`src/core/htc_pkg.sv`:
```
/*
 * constants and types for the host timer and counter register block.
 * assumes a 125 MHz core clock and a 16-bit sram-like host bus sampled on it.
 */
// Function
// - writing one to the run enable starts the timer; clearing it halts it.
// - a one-to-zero change of run enable forces the preload field to FFFFh.
// - the preload is the timer start value; it resets to FFFFh.
// - the timer raises periodic interrupt events at the configured interval.
// - a read-only field shows the live timer count; FFFFh after reset.
// - word order not all ones: A1 set reaches upper half, clear reaches lower.
// - word order all ones: mapping reversed, A1 set reaches lower half.
// - network transmit and receive move the lower halfword first, always.
// - free-running 32-bit counter starts at zero, counts 25 MHz cycles, wraps.
// - first halfword read captures the whole free-running count.
// - after reset the free-running counter reaches zero within 160 ns.
// - the free-running counter runs in every power state.
// - the dropped-frame counter increments on each discarded receive frame.
// - reading the dropped-frame counter returns it then clears it; zero at reset.
// - an event is raised when the dropped-frame count passes 7FFFFFFFh.
package htc_pkg;

    // ==========================================================
    // register byte offsets
    localparam logic [7:0]  OFS_TIMER_CONFIG          = 8'h8C;
    localparam logic [7:0]  OFS_TIMER_CURRENT_COUNT   = 8'h90;
    localparam logic [7:0]  OFS_HOST_WORD_ORDER       = 8'h98;
    localparam logic [7:0]  OFS_CONTINUOUS_TICK_COUNT = 8'h9C;
    localparam logic [7:0]  OFS_DISCARDED_FRAME_COUNT = 8'hA0;

    // ==========================================================
    // fields and reset values
    localparam int          TIMER_EN_POS              = 29;
    localparam int          TIMER_EN_HALF_POS         = TIMER_EN_POS - 16;
    localparam logic [15:0] TIMER_PRELOAD_RST         = 16'hFFFF;
    localparam logic [15:0] TIMER_COUNT_RST           = 16'hFFFF;
    localparam logic [31:0] WORD_ORDER_RST            = 32'h00000000;
    localparam logic [31:0] WORD_ORDER_SWAP           = 32'hFFFFFFFF;
    localparam logic [31:0] TICK_COUNT_RST            = 32'h00000000;
    localparam logic [31:0] DROP_COUNT_RST            = 32'h00000000;
    localparam logic [31:0] DROP_COUNT_MID            = 32'h7FFFFFFF;

    // ==========================================================
    // timing
    localparam int          CLK_PERIOD_NS             = 8;
    localparam int          TICK_PERIOD_NS            = 40;
    localparam int          TICK_CYCLES               = TICK_PERIOD_NS / CLK_PERIOD_NS;
    localparam int          TICK_CLEAR_NS             = 160;
    localparam int          TICK_CLEAR_CYCLES         = TICK_CLEAR_NS / CLK_PERIOD_NS;

    // ==========================================================
    // network halfword sequencer states
    typedef enum logic [1:0] {
        TX_IDLE = 2'b00,
        TX_LOW  = 2'b01,
        TX_HIGH = 2'b10
    } htc_tx_state_t;

endpackage

```
`src/core/htc_half_sel.sv`:
```
/*
 * halfword lane selector: decides whether a host access reaches the upper half.
 * assumes the word order register value and host address bit 1 are stable inputs.
 */
`timescale 1ns/10ps
module htc_half_sel (
    input  wire logic [31:0] word_order_i,
    input  wire logic        addr_a1_i,
    output logic             upper_o
);
    import htc_pkg::*;

    // only the exact all-ones pattern swaps; any other value keeps natural order
    always_comb begin
        if (word_order_i == WORD_ORDER_SWAP) begin
            upper_o = ~addr_a1_i;
        end else begin
            upper_o = addr_a1_i;
        end
    end

endmodule

```
`src/core/htc_tick_counter.sv`:
```
/*
 * free-running 32-bit counter advanced once per 25 MHz period.
 * assumes a 125 MHz clock; the 25 MHz period is made by a prescaler, no second clock.
 */
`timescale 1ns/10ps
module htc_tick_counter (
    input  wire logic        clk_i,
    input  wire logic        rst_i,
    output logic             tick_o,
    output logic [31:0]      count_o
);
    import htc_pkg::*;

    localparam logic [2:0] PRESCALE_LAST = 3'(TICK_CYCLES - 1);

    logic [2:0]  pre_q;
    logic [31:0] count_q;

    // ==========================================================
    // prescaler
    always_ff @(posedge clk_i) begin
        if (rst_i) begin
            pre_q <= 3'h0;
        end else if (pre_q == PRESCALE_LAST) begin
            pre_q <= 3'h0;
        end else begin
            pre_q <= pre_q + 3'h1;
        end
    end

    assign tick_o = (pre_q == PRESCALE_LAST);

    // ==========================================================
    // counter: no power-state gating by design, it must never stop
    always_ff @(posedge clk_i) begin
        if (rst_i) begin
            count_q <= TICK_COUNT_RST;
        end else if (tick_o) begin
            count_q <= count_q + 32'h1;
        end
    end

    assign count_o = count_q;

endmodule

```
`src/core/htc_regs.sv`:
```
/*
 * host timer and counter register block: general purpose timer, free-running
 * counter, dropped-frame counter, word order control and network halfword order.
 * assumes host bus strobes are synchronous to clk_i and each strobe lasts at
 * least one cycle; the testbench resolves the data bus from data_oe_o.
 */
`timescale 1ns/10ps
module htc_regs (
    input  wire logic        clk_i,
    input  wire logic        rst_i,
    // host bus
    input  wire logic        cs_n_i,
    input  wire logic        rd_n_i,
    input  wire logic        wr_n_i,
    input  wire logic [7:1]  addr_i,
    input  wire logic [15:0] data_i,
    output logic      [15:0] data_o,
    output logic             data_oe_o,
    // events
    input  wire logic        frame_drop_i,
    output logic             timer_event_o,
    output logic             drop_half_event_o,
    // network transmit path
    input  wire logic [31:0] tx_word_i,
    input  wire logic        tx_word_valid_i,
    output logic             tx_word_ready_o,
    output logic      [15:0] net_tx_half_o,
    output logic             net_tx_valid_o,
    input  wire logic        net_tx_ready_i,
    // network receive path
    input  wire logic [15:0] net_rx_half_i,
    input  wire logic        net_rx_valid_i,
    output logic      [31:0] rx_word_o,
    output logic             rx_word_valid_o
);
    import htc_pkg::*;

    // ==========================================================
    // declarations
    logic          rd_act_q;
    logic          wr_act_q;
    logic          rd_start;
    logic          wr_start;
    logic [7:0]    byte_addr;
    logic          upper;
    logic          hit_cfg;
    logic          hit_cnt;
    logic          hit_ord;
    logic          hit_tick;
    logic          hit_drop;
    logic [31:0]   rd_word;
    logic          timer_en_q;
    logic          timer_en_prev_q;
    logic [15:0]   preload_q;
    logic [15:0]   timer_count_q;
    logic          timer_event_q;
    logic [31:0]   word_order_q;
    logic          tick;
    logic [31:0]   tick_count_value;
    logic [31:0]   tick_hold_q;
    logic          tick_pend_q;
    logic [31:0]   drop_q;
    logic [31:0]   drop_hold_q;
    logic          drop_pend_q;
    logic          drop_clr;
    logic          drop_half_q;
    htc_tx_state_t tx_state_q;
    logic [31:0]   tx_word_q;
    logic          rx_have_low_q;
    logic [15:0]   rx_low_q;
    logic [31:0]   rx_word_q;
    logic          rx_valid_q;

    // ==========================================================
    // host strobes: one pulse per access at the strobe's leading edge
    assign rd_start  = ~cs_n_i & ~rd_n_i & ~rd_act_q;
    assign wr_start  = ~cs_n_i & ~wr_n_i & ~wr_act_q;
    assign byte_addr = {addr_i[7:2], 2'b00};

    always_ff @(posedge clk_i) begin
        if (rst_i) begin
            rd_act_q <= 1'b0;
            wr_act_q <= 1'b0;
        end else begin
            rd_act_q <= ~cs_n_i & ~rd_n_i;
            wr_act_q <= ~cs_n_i & ~wr_n_i;
        end
    end

    // ==========================================================
    // address decode and lane select
    always_comb begin
        hit_cfg  = 1'b0;
        hit_cnt  = 1'b0;
        hit_ord  = 1'b0;
        hit_tick = 1'b0;
        hit_drop = 1'b0;
        if (byte_addr == OFS_TIMER_CONFIG) begin
            hit_cfg = 1'b1;
        end else if (byte_addr == OFS_TIMER_CURRENT_COUNT) begin
            hit_cnt = 1'b1;
        end else if (byte_addr == OFS_HOST_WORD_ORDER) begin
            hit_ord = 1'b1;
        end else if (byte_addr == OFS_CONTINUOUS_TICK_COUNT) begin
            hit_tick = 1'b1;
        end else if (byte_addr == OFS_DISCARDED_FRAME_COUNT) begin
            hit_drop = 1'b1;
        end
    end

    htc_half_sel u_half_sel (
        .word_order_i (word_order_q),
        .addr_a1_i    (addr_i[1]),
        .upper_o      (upper)
    );

    // ==========================================================
    // read data: unmapped offsets and reserved bits read as zero
    always_comb begin
        rd_word = 32'h0;
        if (hit_cfg) begin
            rd_word = {2'b00, timer_en_q, 13'h0, preload_q};
        end else if (hit_cnt) begin
            rd_word = {16'h0, timer_count_q};
        end else if (hit_ord) begin
            rd_word = word_order_q;
        end else if (hit_tick) begin
            rd_word = tick_pend_q ? tick_hold_q : tick_count_value;
        end else if (hit_drop) begin
            rd_word = drop_pend_q ? drop_hold_q : drop_q;
        end
    end

    always_ff @(posedge clk_i) begin
        if (rst_i) begin
            data_o <= 16'h0;
        end else if (rd_start) begin
            data_o <= upper ? rd_word[31:16] : rd_word[15:0];
        end
    end

    assign data_oe_o = rd_act_q;

    // ==========================================================
    // word order register
    always_ff @(posedge clk_i) begin
        if (rst_i) begin
            word_order_q <= WORD_ORDER_RST;
        end else if (wr_start && hit_ord && upper) begin
            word_order_q[31:16] <= data_i;
        end else if (wr_start && hit_ord) begin
            word_order_q[15:0] <= data_i;
        end
    end

    // ==========================================================
    // timer configuration
    always_ff @(posedge clk_i) begin
        if (rst_i) begin
            timer_en_q <= 1'b0;
        end else if (wr_start && hit_cfg && upper) begin
            timer_en_q <= data_i[TIMER_EN_HALF_POS];
        end
    end

    always_ff @(posedge clk_i) begin
        if (rst_i) begin
            preload_q <= TIMER_PRELOAD_RST;
        end else if (timer_en_prev_q && !timer_en_q) begin
            preload_q <= TIMER_PRELOAD_RST;
        end else if (wr_start && hit_cfg && !upper) begin
            preload_q <= data_i;
        end
    end

    // ==========================================================
    // timer count: loads on start, counts down on the 25 MHz tick
    always_ff @(posedge clk_i) begin
        if (rst_i) begin
            timer_en_prev_q <= 1'b0;
        end else begin
            timer_en_prev_q <= timer_en_q;
        end
    end

    always_ff @(posedge clk_i) begin
        if (rst_i) begin
            timer_count_q <= TIMER_COUNT_RST;
            timer_event_q <= 1'b0;
        end else begin
            timer_event_q <= 1'b0;
            if (timer_en_q && !timer_en_prev_q) begin
                timer_count_q <= preload_q;
            end else if (timer_en_q && tick) begin
                if (timer_count_q == 16'h0) begin
                    timer_count_q <= preload_q;
                    timer_event_q <= 1'b1;
                end else begin
                    timer_count_q <= timer_count_q - 16'h1;
                end
            end
        end
    end

    assign timer_event_o = timer_event_q;

    // ==========================================================
    // free-running counter with coherent two-halfword read
    htc_tick_counter u_tick (
        .clk_i   (clk_i),
        .rst_i   (rst_i),
        .tick_o  (tick),
        .count_o (tick_count_value)
    );

    // a read of either half captures all 32 bits; the next read drains the capture
    always_ff @(posedge clk_i) begin
        if (rst_i) begin
            tick_hold_q <= 32'h0;
            tick_pend_q <= 1'b0;
        end else if (rd_start && hit_tick && !tick_pend_q) begin
            tick_hold_q <= tick_count_value;
            tick_pend_q <= 1'b1;
        end else if (rd_start && hit_tick) begin
            tick_pend_q <= 1'b0;
        end
    end

    // ==========================================================
    // dropped-frame counter, cleared by the first halfword read
    assign drop_clr = rd_start && hit_drop && !drop_pend_q;

    always_ff @(posedge clk_i) begin
        if (rst_i) begin
            drop_hold_q <= 32'h0;
            drop_pend_q <= 1'b0;
        end else if (drop_clr) begin
            drop_hold_q <= drop_q;
            drop_pend_q <= 1'b1;
        end else if (rd_start && hit_drop) begin
            drop_pend_q <= 1'b0;
        end
    end

    // a drop in the clearing cycle is kept as the first count of the new tally
    always_ff @(posedge clk_i) begin
        if (rst_i) begin
            drop_q <= DROP_COUNT_RST;
        end else if (drop_clr) begin
            drop_q <= {31'h0, frame_drop_i};
        end else if (frame_drop_i) begin
            drop_q <= drop_q + 32'h1;
        end
    end

    always_ff @(posedge clk_i) begin
        if (rst_i) begin
            drop_half_q <= 1'b0;
        end else begin
            drop_half_q <= frame_drop_i && !drop_clr && (drop_q == DROP_COUNT_MID);
        end
    end

    assign drop_half_event_o = drop_half_q;

    // ==========================================================
    // network transmit: lower halfword always leaves first
    always_ff @(posedge clk_i) begin
        if (rst_i) begin
            tx_state_q <= TX_IDLE;
            tx_word_q  <= 32'h0;
        end else begin
            case (tx_state_q)
                TX_IDLE: begin
                    if (tx_word_valid_i) begin
                        tx_word_q  <= tx_word_i;
                        tx_state_q <= TX_LOW;
                    end
                end
                TX_LOW: begin
                    if (net_tx_ready_i) begin
                        tx_state_q <= TX_HIGH;
                    end
                end
                TX_HIGH: begin
                    if (net_tx_ready_i) begin
                        tx_state_q <= TX_IDLE;
                    end
                end
                default: begin
                    tx_state_q <= TX_IDLE;
                end
            endcase
        end
    end

    assign tx_word_ready_o = (tx_state_q == TX_IDLE);
    assign net_tx_valid_o  = (tx_state_q == TX_LOW) || (tx_state_q == TX_HIGH);
    assign net_tx_half_o   = (tx_state_q == TX_HIGH) ? tx_word_q[31:16] : tx_word_q[15:0];

    // ==========================================================
    // network receive: first halfword of a pair is the lower one
    always_ff @(posedge clk_i) begin
        if (rst_i) begin
            rx_have_low_q <= 1'b0;
            rx_low_q      <= 16'h0;
            rx_word_q     <= 32'h0;
            rx_valid_q    <= 1'b0;
        end else begin
            rx_valid_q <= 1'b0;
            if (net_rx_valid_i && !rx_have_low_q) begin
                rx_low_q      <= net_rx_half_i;
                rx_have_low_q <= 1'b1;
            end else if (net_rx_valid_i) begin
                rx_word_q     <= {net_rx_half_i, rx_low_q};
                rx_valid_q    <= 1'b1;
                rx_have_low_q <= 1'b0;
            end
        end
    end

    assign rx_word_o       = rx_word_q;
    assign rx_word_valid_o = rx_valid_q;
endmodule

```
`config.mk`:
```
export PLATFORM = sky130hd
export DESIGN_NAME = htc_regs
export DESIGN_NICKNAME = d
export VERILOG_FILES = /design/src/core/htc_pkg.sv /design/src/core/htc_half_sel.sv /design/src/core/htc_tick_counter.sv /design/src/core/htc_regs.sv
export SDC_FILE = /design/constraint.sdc
export NUM_CORES = 1
export LEC_CHECK = 0
export ABC_CLOCK_PERIOD_IN_PS = 3300
export BUFFER_PORTS_ARGS = -buffer_cell sky130_fd_sc_hd__clkbuf_2
export CORE_ASPECT_RATIO = 0.9
export CORE_UTILIZATION = 59
export CTS_CLUSTER_SIZE = 16
export DETAILED_ROUTE_END_ITERATION = 8
export PLACE_DENSITY_LB_ADDON = 0.3
export SLEW_MARGIN = 30
export SYNTH_ARGS = -nofsm -noshare
export SYNTH_HDL_FRONTEND = slang
export SYNTH_SLANG_ARGS = --single-unit
```
`constraint.sdc`:
```
create_clock -name clk_i -period 3.3 [get_ports clk_i]
set_clock_uncertainty 0.1 [all_clocks]
set_input_delay 0.165 -clock clk_i [delete_from_list [all_inputs] [get_ports clk_i]]
set_output_delay 0.165 -clock clk_i [all_outputs]
set_load 0.005 [all_outputs]
```
==> results.md, run 1 <==
* Post-CTS Setup Bufs at 0
* Final Setup Violations at 0
* Yosys warns at 0
* R2R Path Start: timer_count_q[0]$_SDFFE_PP1P_
* RSZ-0062 raised after global routing: no
* Endpoint class of the critical path: flip-flop
* Clk slew on worst S/H paths at 60 ps
* WL/cell at 18.4 µm
* Final Max Tran Viols at 0
* Clk buf depth at 3
* Critical path class: reg2reg
* Crit. Startpoint: timer_count_q[0]$_SDFFE_PP1P_
* Switching part of the total power at 0.229
* Reg power frac at 0.474
* Synth unique cells at 61
* Crit path DAT at 3120 ps
* CP max stage cell: or4_4
* CTS tree: built
* Number of global-route vias before repair at 11,500
* Critical-path maximum fanout at 20
* Initial Util at 0.602
* Synth top cells by count: dfxtp_1, nand2_1, nor2_1
* Gr ovfl total at 0
* H-tree depth at 2
* Synth top area cells: dfxtp_1, mux2i_1, nand2_1
* Combinational share of power at 0.068
* Flop and latch count out of synthesis at 303
* P_leak at 6.24 nW
* DIE WIDTH at 162 µm
* First-pass GRT wire length at 59,900 µm
* CP Capture Point: timer_count_q[10]$_SDFFE_PP1P_
* Max incr delay on CP at 520 ps
* Slew @ Worst Pin at 896 ps
* Hold Slack at 46.3 ps
* Core box area at 22,400 µm²
* Nets at 1,830
* Die H at 146 µm
* Rel. slew slack at 0.403
* Power Density at 491 nW/µm²
* Prevailing post-synth register cell: dfxtp_1
* Worst-case reg-to-reg path depth at 7
* Port bufs at 149
* Most common cell in the netlist: dfxtp_1
* Tot GR Track Use at 0.317
* Placer Congestion at 0.894
* Row cnt at 52
* CP Data Required Time at 3590 ps
* CTS root buffer: clkbuf_16
* Largest net degree at the start of global routing at 85
* Routed WL at 37,800 µm
* Clock Power Share at 0.458
* Cells after Synth at 1,570
* Hpwl dp at 24,500 µm
* Min-delay worst type: in2reg
* Antenna-violating nets left at 0
* Final TNS setup at 0 ps
* Cell taking the most area after synthesis: dfxtp_1
* Layout cells sized above 1 at 0.147
* DRT Pass-1 Iters at 6
* Clk sinks at 303
* Syn nets at 1,660
* Fmax at 353 MHz
* Tcrit/Tclk final at 0.860
* ANT cells at 0
* Register area share after synthesis at 0.449
* Via count at 12,300
* Worst VDD drop at 0.413 mV
* I/O pins at 150
* Fraction of registers with async set/reset at 0
* Maxcap violations at 0
* Area Growth Syn to Fin at 19.8%
* Int Pwr at 0.00613 W
* Reg2reg end: timer_count_q[10]$_SDFFE_PP1P_
* Reg-to-reg slack, setup at 460 ps
* Final Hold Viols at 0
* Num CTS Buffers at 34
* Remaining DRCs at 0
* Worst skew pair latency at 510 ps
* Post-synth top area share at 0.449
* Psw at 0.00182 W
* Min Clock Period, post-route at 2840 ps
* Via density at 5.99
* Die area at 23,500 µm²
* EDFF count, synth at 0
* DRT iter0 DRCs at 1,313
* Status: completed
* WHS Path Cells at 4
* CP Launch Type: flip-flop
* Initial antenna violation count at 0
* Synth Area per Inst at 8.61 µm²
* Crit-path cells: inv_1 -> ha_1 -> or4b_1 -> or4_4 -> nand2_1 -> o41ai_1 -> a221o_1
* Netlist Area Pre-Place at 13,500 µm²
-- worst min path at each step --
stage                   start                          to  slack (ps)
2_1_floorplan          rd_n_i        data_oe_o$_SDFF_PP0_         140
3_3_place_gp           wr_n_i         wr_act_q$_SDFF_PP0_         260
3_5_place_dp           wr_n_i         wr_act_q$_SDFF_PP0_         270
4_1_cts        net_tx_ready_i  tx_state_q[1]$_SDFFE_PP0P_          20
6_report       net_tx_ready_i  tx_state_q[1]$_SDFFE_PP0P_          50
5_1_grt                cs_n_i     timer_en_q$_SDFFE_PP0P_          80
-- layout by cell type (no fill, tap or decap), types with 8 or more instances in the layout --
master         count
a211o_1           16
a21oi_1          123
a22o_1            32
a311oi_1          16
and2_1            23
and3_1            16
and4_1             8
buf_4             27
clkbuf_1          12
clkbuf_16         37
clkbuf_2         148
dfxtp_1          301
dlygate4sd3_1     72
ha_1              10
inv_1             16
mux2_2            16
mux2i_1          145
nand2_1          234
nand2b_1          10
nand3_1           26
nand4_1           21
nor2_1           191
nor3_1            29
nor4_1             8
o21ai_0           54
o221ai_1          17
o22ai_1           19
or3_1             11
xnor2_1           16
xor2_1            39
-- metrics by stage --
stage	setup slack (ps)	util	cell area (µm²)	cells	power, W
after CTS	489	0.721	16200	2059	0.00796
after floorplan	863	-	13500	1570	0.00411
after global routing	323	0.721	16200	2059	0.00819
after global placement	590	0.641	14400	1929	0.00428
final	464	0.721	16200	2059	0.00795
after detailed placement	536	0.641	14400	1929	0.00430
-- flip-flops by register name (all words and copies together), names as in the netlist, 2 cells and up --
signal and count:
timer_count_q 16, drop_q 32, preload_q 16, u_tick.pre_q 3, tx_word_q 32, rx_low_q 16
tick_hold_q 32, data_o 16, u_tick.count_o 32, word_order_q 32, drop_hold_q 32, rx_word_o 32
tx_state_q 2
-- power by group through the flow --
stage / Combinational [W] / Clock [W] / Sequential [W]
2_1_floorplan: 0.000275 / 0 / 0.00384
3_3_place_gp: 0.000442 / 0 / 0.00384
3_5_place_dp: 0.000452 / 0 / 0.00385
4_1_cts: 0.000522 / 0.00367 / 0.00377
5_1_grt: 0.000581 / 0.00383 / 0.00377
6_report: 0.000537 / 0.00364 / 0.00377
-- critical path: cells and delay by family, from the launching register on --
| kind | cells | cell delay, ps |
|---|---|---|
| and+or+nand+nor | 3 | 1450 |
| AOI/OAI and AO/OA | 2 | 530 |
| DFF | 1 | 360 |
| adders and majority gates | 1 | 160 |
| buffers and inverters | 1 | 100 |
-- layout make-up --
cell class,instances,area (µm²)
Clock buffer,55,1050
Clock inverter,3,18.8
Fill cell,1689,6260
Inverter,16,60.1
Multi-Input combinational cell,1137,6940
Sequential cell,303,6070
Tap cell,297,372
Timing Repair Buffer,248,1680
-- per-layer routing --
metal,global-route usage,vias up,wire length (µm)
met4,0.131,0,1400
met3,0.0547,111,2960
met1,0.426,5874,16000
met5,0,-,0
met2,0.503,510,17400
li1,-,5830,-
-- cell families after synthesis --
logic type	synth area share
XOR/XNOR	0.0357
multiplexers	0.121
buffers and inverters	0.0395
adder cells (fa/ha/maj)	0.00926
AO/OA/AOI/OAI	0.144
flip-flops	0.449
AND/OR/NAND/NOR	0.202
-- what timing repair did --
action,in CTS,in global routing
endpoints found under the setup margin,0,0
endpoints found under the hold margin,128,0
resized for setup,0,0
hold buffers,72,0
(Power assumes the default switching activity.)
==> inputs of run 2 (changes only) <==
==> constraint.sdc (replaced) <==
create_clock -name clk_i -period 3.3 [get_ports clk_i]
set_clock_uncertainty 0.1 [all_clocks]
set_input_delay 0.33 -clock clk_i [delete_from_list [all_inputs] [get_ports clk_i]]
set_output_delay 0.33 -clock clk_i [all_outputs]
set_load 0.005 [all_outputs]
==> run 2 against run 1 <==
  * Clock-buffer cell count fell by 9
  * Sequential share of layout area rose by 0.23 points
  * Register-to-register slack improved by 100 ps
  * Wire length fell by 2.3%
  * Largest cell class unchanged
  * Power fell by 3.4%
==> results.md, run 2 (same netlist as run 1, synthesis figures left out) <==
* Status: completed
* Maxcap violations at 0 (unchanged)
* Fmax at 366 MHz (+3.7%)
* Largest net degree at the start of global routing at 79 (-7.1%)
* Tot GR Track Use at 0.310 (-0.00631)
* Hold EP: word_order_q[4]$_SDFFE_PP0P_
* Clk sinks at 303 (unchanged)
* Register area at 6070 µm² (unchanged)
* Layout cells sized above 1 at 0.150 (+0.00318)
* Hpwl dp at 24,200 µm (-1.4%)
* ANT cells at 0 (unchanged)
* Placer Congestion at 0.929 (+3.9%)
* Power Density at 477 nW/µm² (-2.9%)
* Hold Slack at 26.5 ps (-19.8 ps)
* Slew @ Worst Pin at 849 ps (-46.9 ps)
* Final TNS setup at 0 ps (unchanged)
* Initial Util at 0.602 (unchanged)
* Num CTS Buffers at 30 (-12%)
* Final core occ at 0.717 (-0.00435)
* Worst Hold Launch: data_i[4]
* Crit path DAT at 3110 ps (about the same)
* I/O pins at 150 (unchanged)
* Commonest non-fill, non-tap cell in the layout: dfxtp_1
* DRT iter0 DRCs at 1,308 (-0.38%)
* Worst VDD drop at 0.500 mV (+21%)
* Multi-input logic area at 6940 µm² (about the same)
* CTS root buffer: clkbuf_16
* Min Clock Period, post-route at 2730 ps (-102 ps)
* Routing usage on met3 at 0.0490 (-0.00570)
* Grt met1 use at 0.419 (-0.00709)
* Most frequent cells in the layout: dfxtp_1, nand2_1, nor2_1
* Fill cells at 1,639 (-3.0%)
* CP Data Required Time at 3680 ps (+90 ps)
* Tcrit/Tclk final at 0.829 (-0.0310)
* Routed WL at 36,900 µm (-2.3%)
* Post-CTS Setup Bufs at 0 (unchanged)
* Initial antenna violation count at 0 (unchanged)
* Remaining DRCs at 0 (unchanged)
* WL/cell at 18.0 µm (-2.1%)
* GRT busiest layer: met2
* Reg-to-reg slack, setup at 570 ps (+100 ps)
* Endpoint class of the critical path: flip-flop
* First-pass GRT wire length at 59,300 µm (-0.88%)
* Critical path class: reg2reg
* RSZ-0062 raised after global routing: no
* Nets at 1,826 (-0.22%)
* Final Hold Viols at 0 (unchanged)
* Rel. slew slack at 0.434 (+0.0313)
* Clk buf depth at 3 (unchanged)
* Port bufs at 149 (unchanged)
* Critical-path maximum fanout at 18 (-10%)
* Area Growth Syn to Fin at 19.1%
* DRT Pass-1 Iters at 5 (-1)
* Final Max Tran Viols at 0 (unchanged)
* # placed instances at 1,933 (+0.21%)
* Row cnt at 52 (unchanged)
* Worst skew pair latency at 560 ps (+50 ps)
* P_leak at 6.21 nW (-0.46%)
* Die H at 146 µm (unchanged)
* Cell Count, Final, Fillers Out at 2,055 (-0.19%)
* Via count at 12,200 (-0.95%)
* Reg2reg end: timer_count_q[4]$_SDFFE_PP1P_
* DIE WIDTH at 162 µm (unchanged)
* Via density at 5.94 (-0.76%)
* Die area at 23,500 µm² (unchanged)
* Min-delay worst type: in2reg
* Final Setup Violations at 0 (unchanged)
* Met2 Usage GRT at 0.502 (-0.00129)
* CTS tree: built
* Clk slew on worst S/H paths at 70 ps (about the same)
* Worst-case reg-to-reg path depth at 8 (+1)
* Core box area at 22,400 µm² (unchanged)
* R2R Path Start: timer_count_q[0]$_SDFFE_PP1P_
* Gr ovfl total at 0 (unchanged)
* Number of global-route vias before repair at 11,600 (+0.11%)
* WHS Path Cells at 3 (-1)
* Antenna-violating nets left at 0 (unchanged)
* CP Launch Type: flip-flop
* H-tree depth at 1 (-1)
* Post-CTS Resized at 0 (unchanged)
run 2: metrics by stage:
| stage | total power, W | instance area (µm²) | setup WS, ps |
|---|---|---|---|
| floorplan | 0.00411 | 13500 | 841 |
| global placement | 0.00428 | 14400 | 652 |
| detailed placement | 0.00430 | 14400 | 607 |
| CTS | 0.00769 | 16100 | 583 |
| global route | 0.00790 | 16100 | 410 |
| finish | 0.00768 | 16100 | 566 |
run 2: cell type report:
type                       count  area share
multi-input combinational   1137       0.431
sequential                   303       0.377
inverter                      16     0.00373
timing repair buffer         248       0.104
clock inverter                 8     0.00404
tap                          297      0.0231
clock buffer                  46      0.0567
run 2: power by group:
| part | internal, W | switching [W] |
|---|---|---|
| Clock | 0.00197 | 0.00141 |
| Combinational | 0.000222 | 0.000313 |
| Sequential | 0.00373 | 0.0000420 |
run 2: repair_timing:
action                                  4_1_cts  5_1_grt
hold buffers                                 68        0
hold endpoints to repair                    100        0
endpoints found under the setup margin        0        0
run 2: critical path, cell delays in order (launching register included):
cell and delay, ps:
dfxtp_1 370, inv_1 100, ha_1 170, or4b_1 430, or4_4 520, nand2_1 430, buf_4 220, nor4_1 60
o31ai_2 250
run 2: layer usage:
metal / vias up / share of wire / wire (µm)
met5: - / 0 / 0
met4: 0 / 0.034 / 1260
met3: 97 / 0.079 / 2920
met2: 517 / 0.46 / 17000
met1: 5778 / 0.43 / 15800
li1: 5816 / - / -
run 2: worst max-delay path by stage:
stage                                              from                              to  slack (ps)  cells after the start
after floorplan                               addr_i[5]      preload_q[10]$_SDFFE_PP1P_         840                      7
after CTS                 timer_count_q[0]$_SDFFE_PP1P_   timer_count_q[4]$_SDFFE_PP1P_         580                      8
after detailed placement  timer_count_q[0]$_SDFFE_PP1P_   timer_count_q[3]$_SDFFE_PP1P_         610                      7
after global routing      timer_count_q[0]$_SDFFE_PP1P_  timer_count_q[10]$_SDFFE_PP1P_         410                      7
after global placement    timer_count_q[0]$_SDFFE_PP1P_  timer_count_q[10]$_SDFFE_PP1P_         650                      7
final                     timer_count_q[0]$_SDFFE_PP1P_   timer_count_q[4]$_SDFFE_PP1P_         570                      8
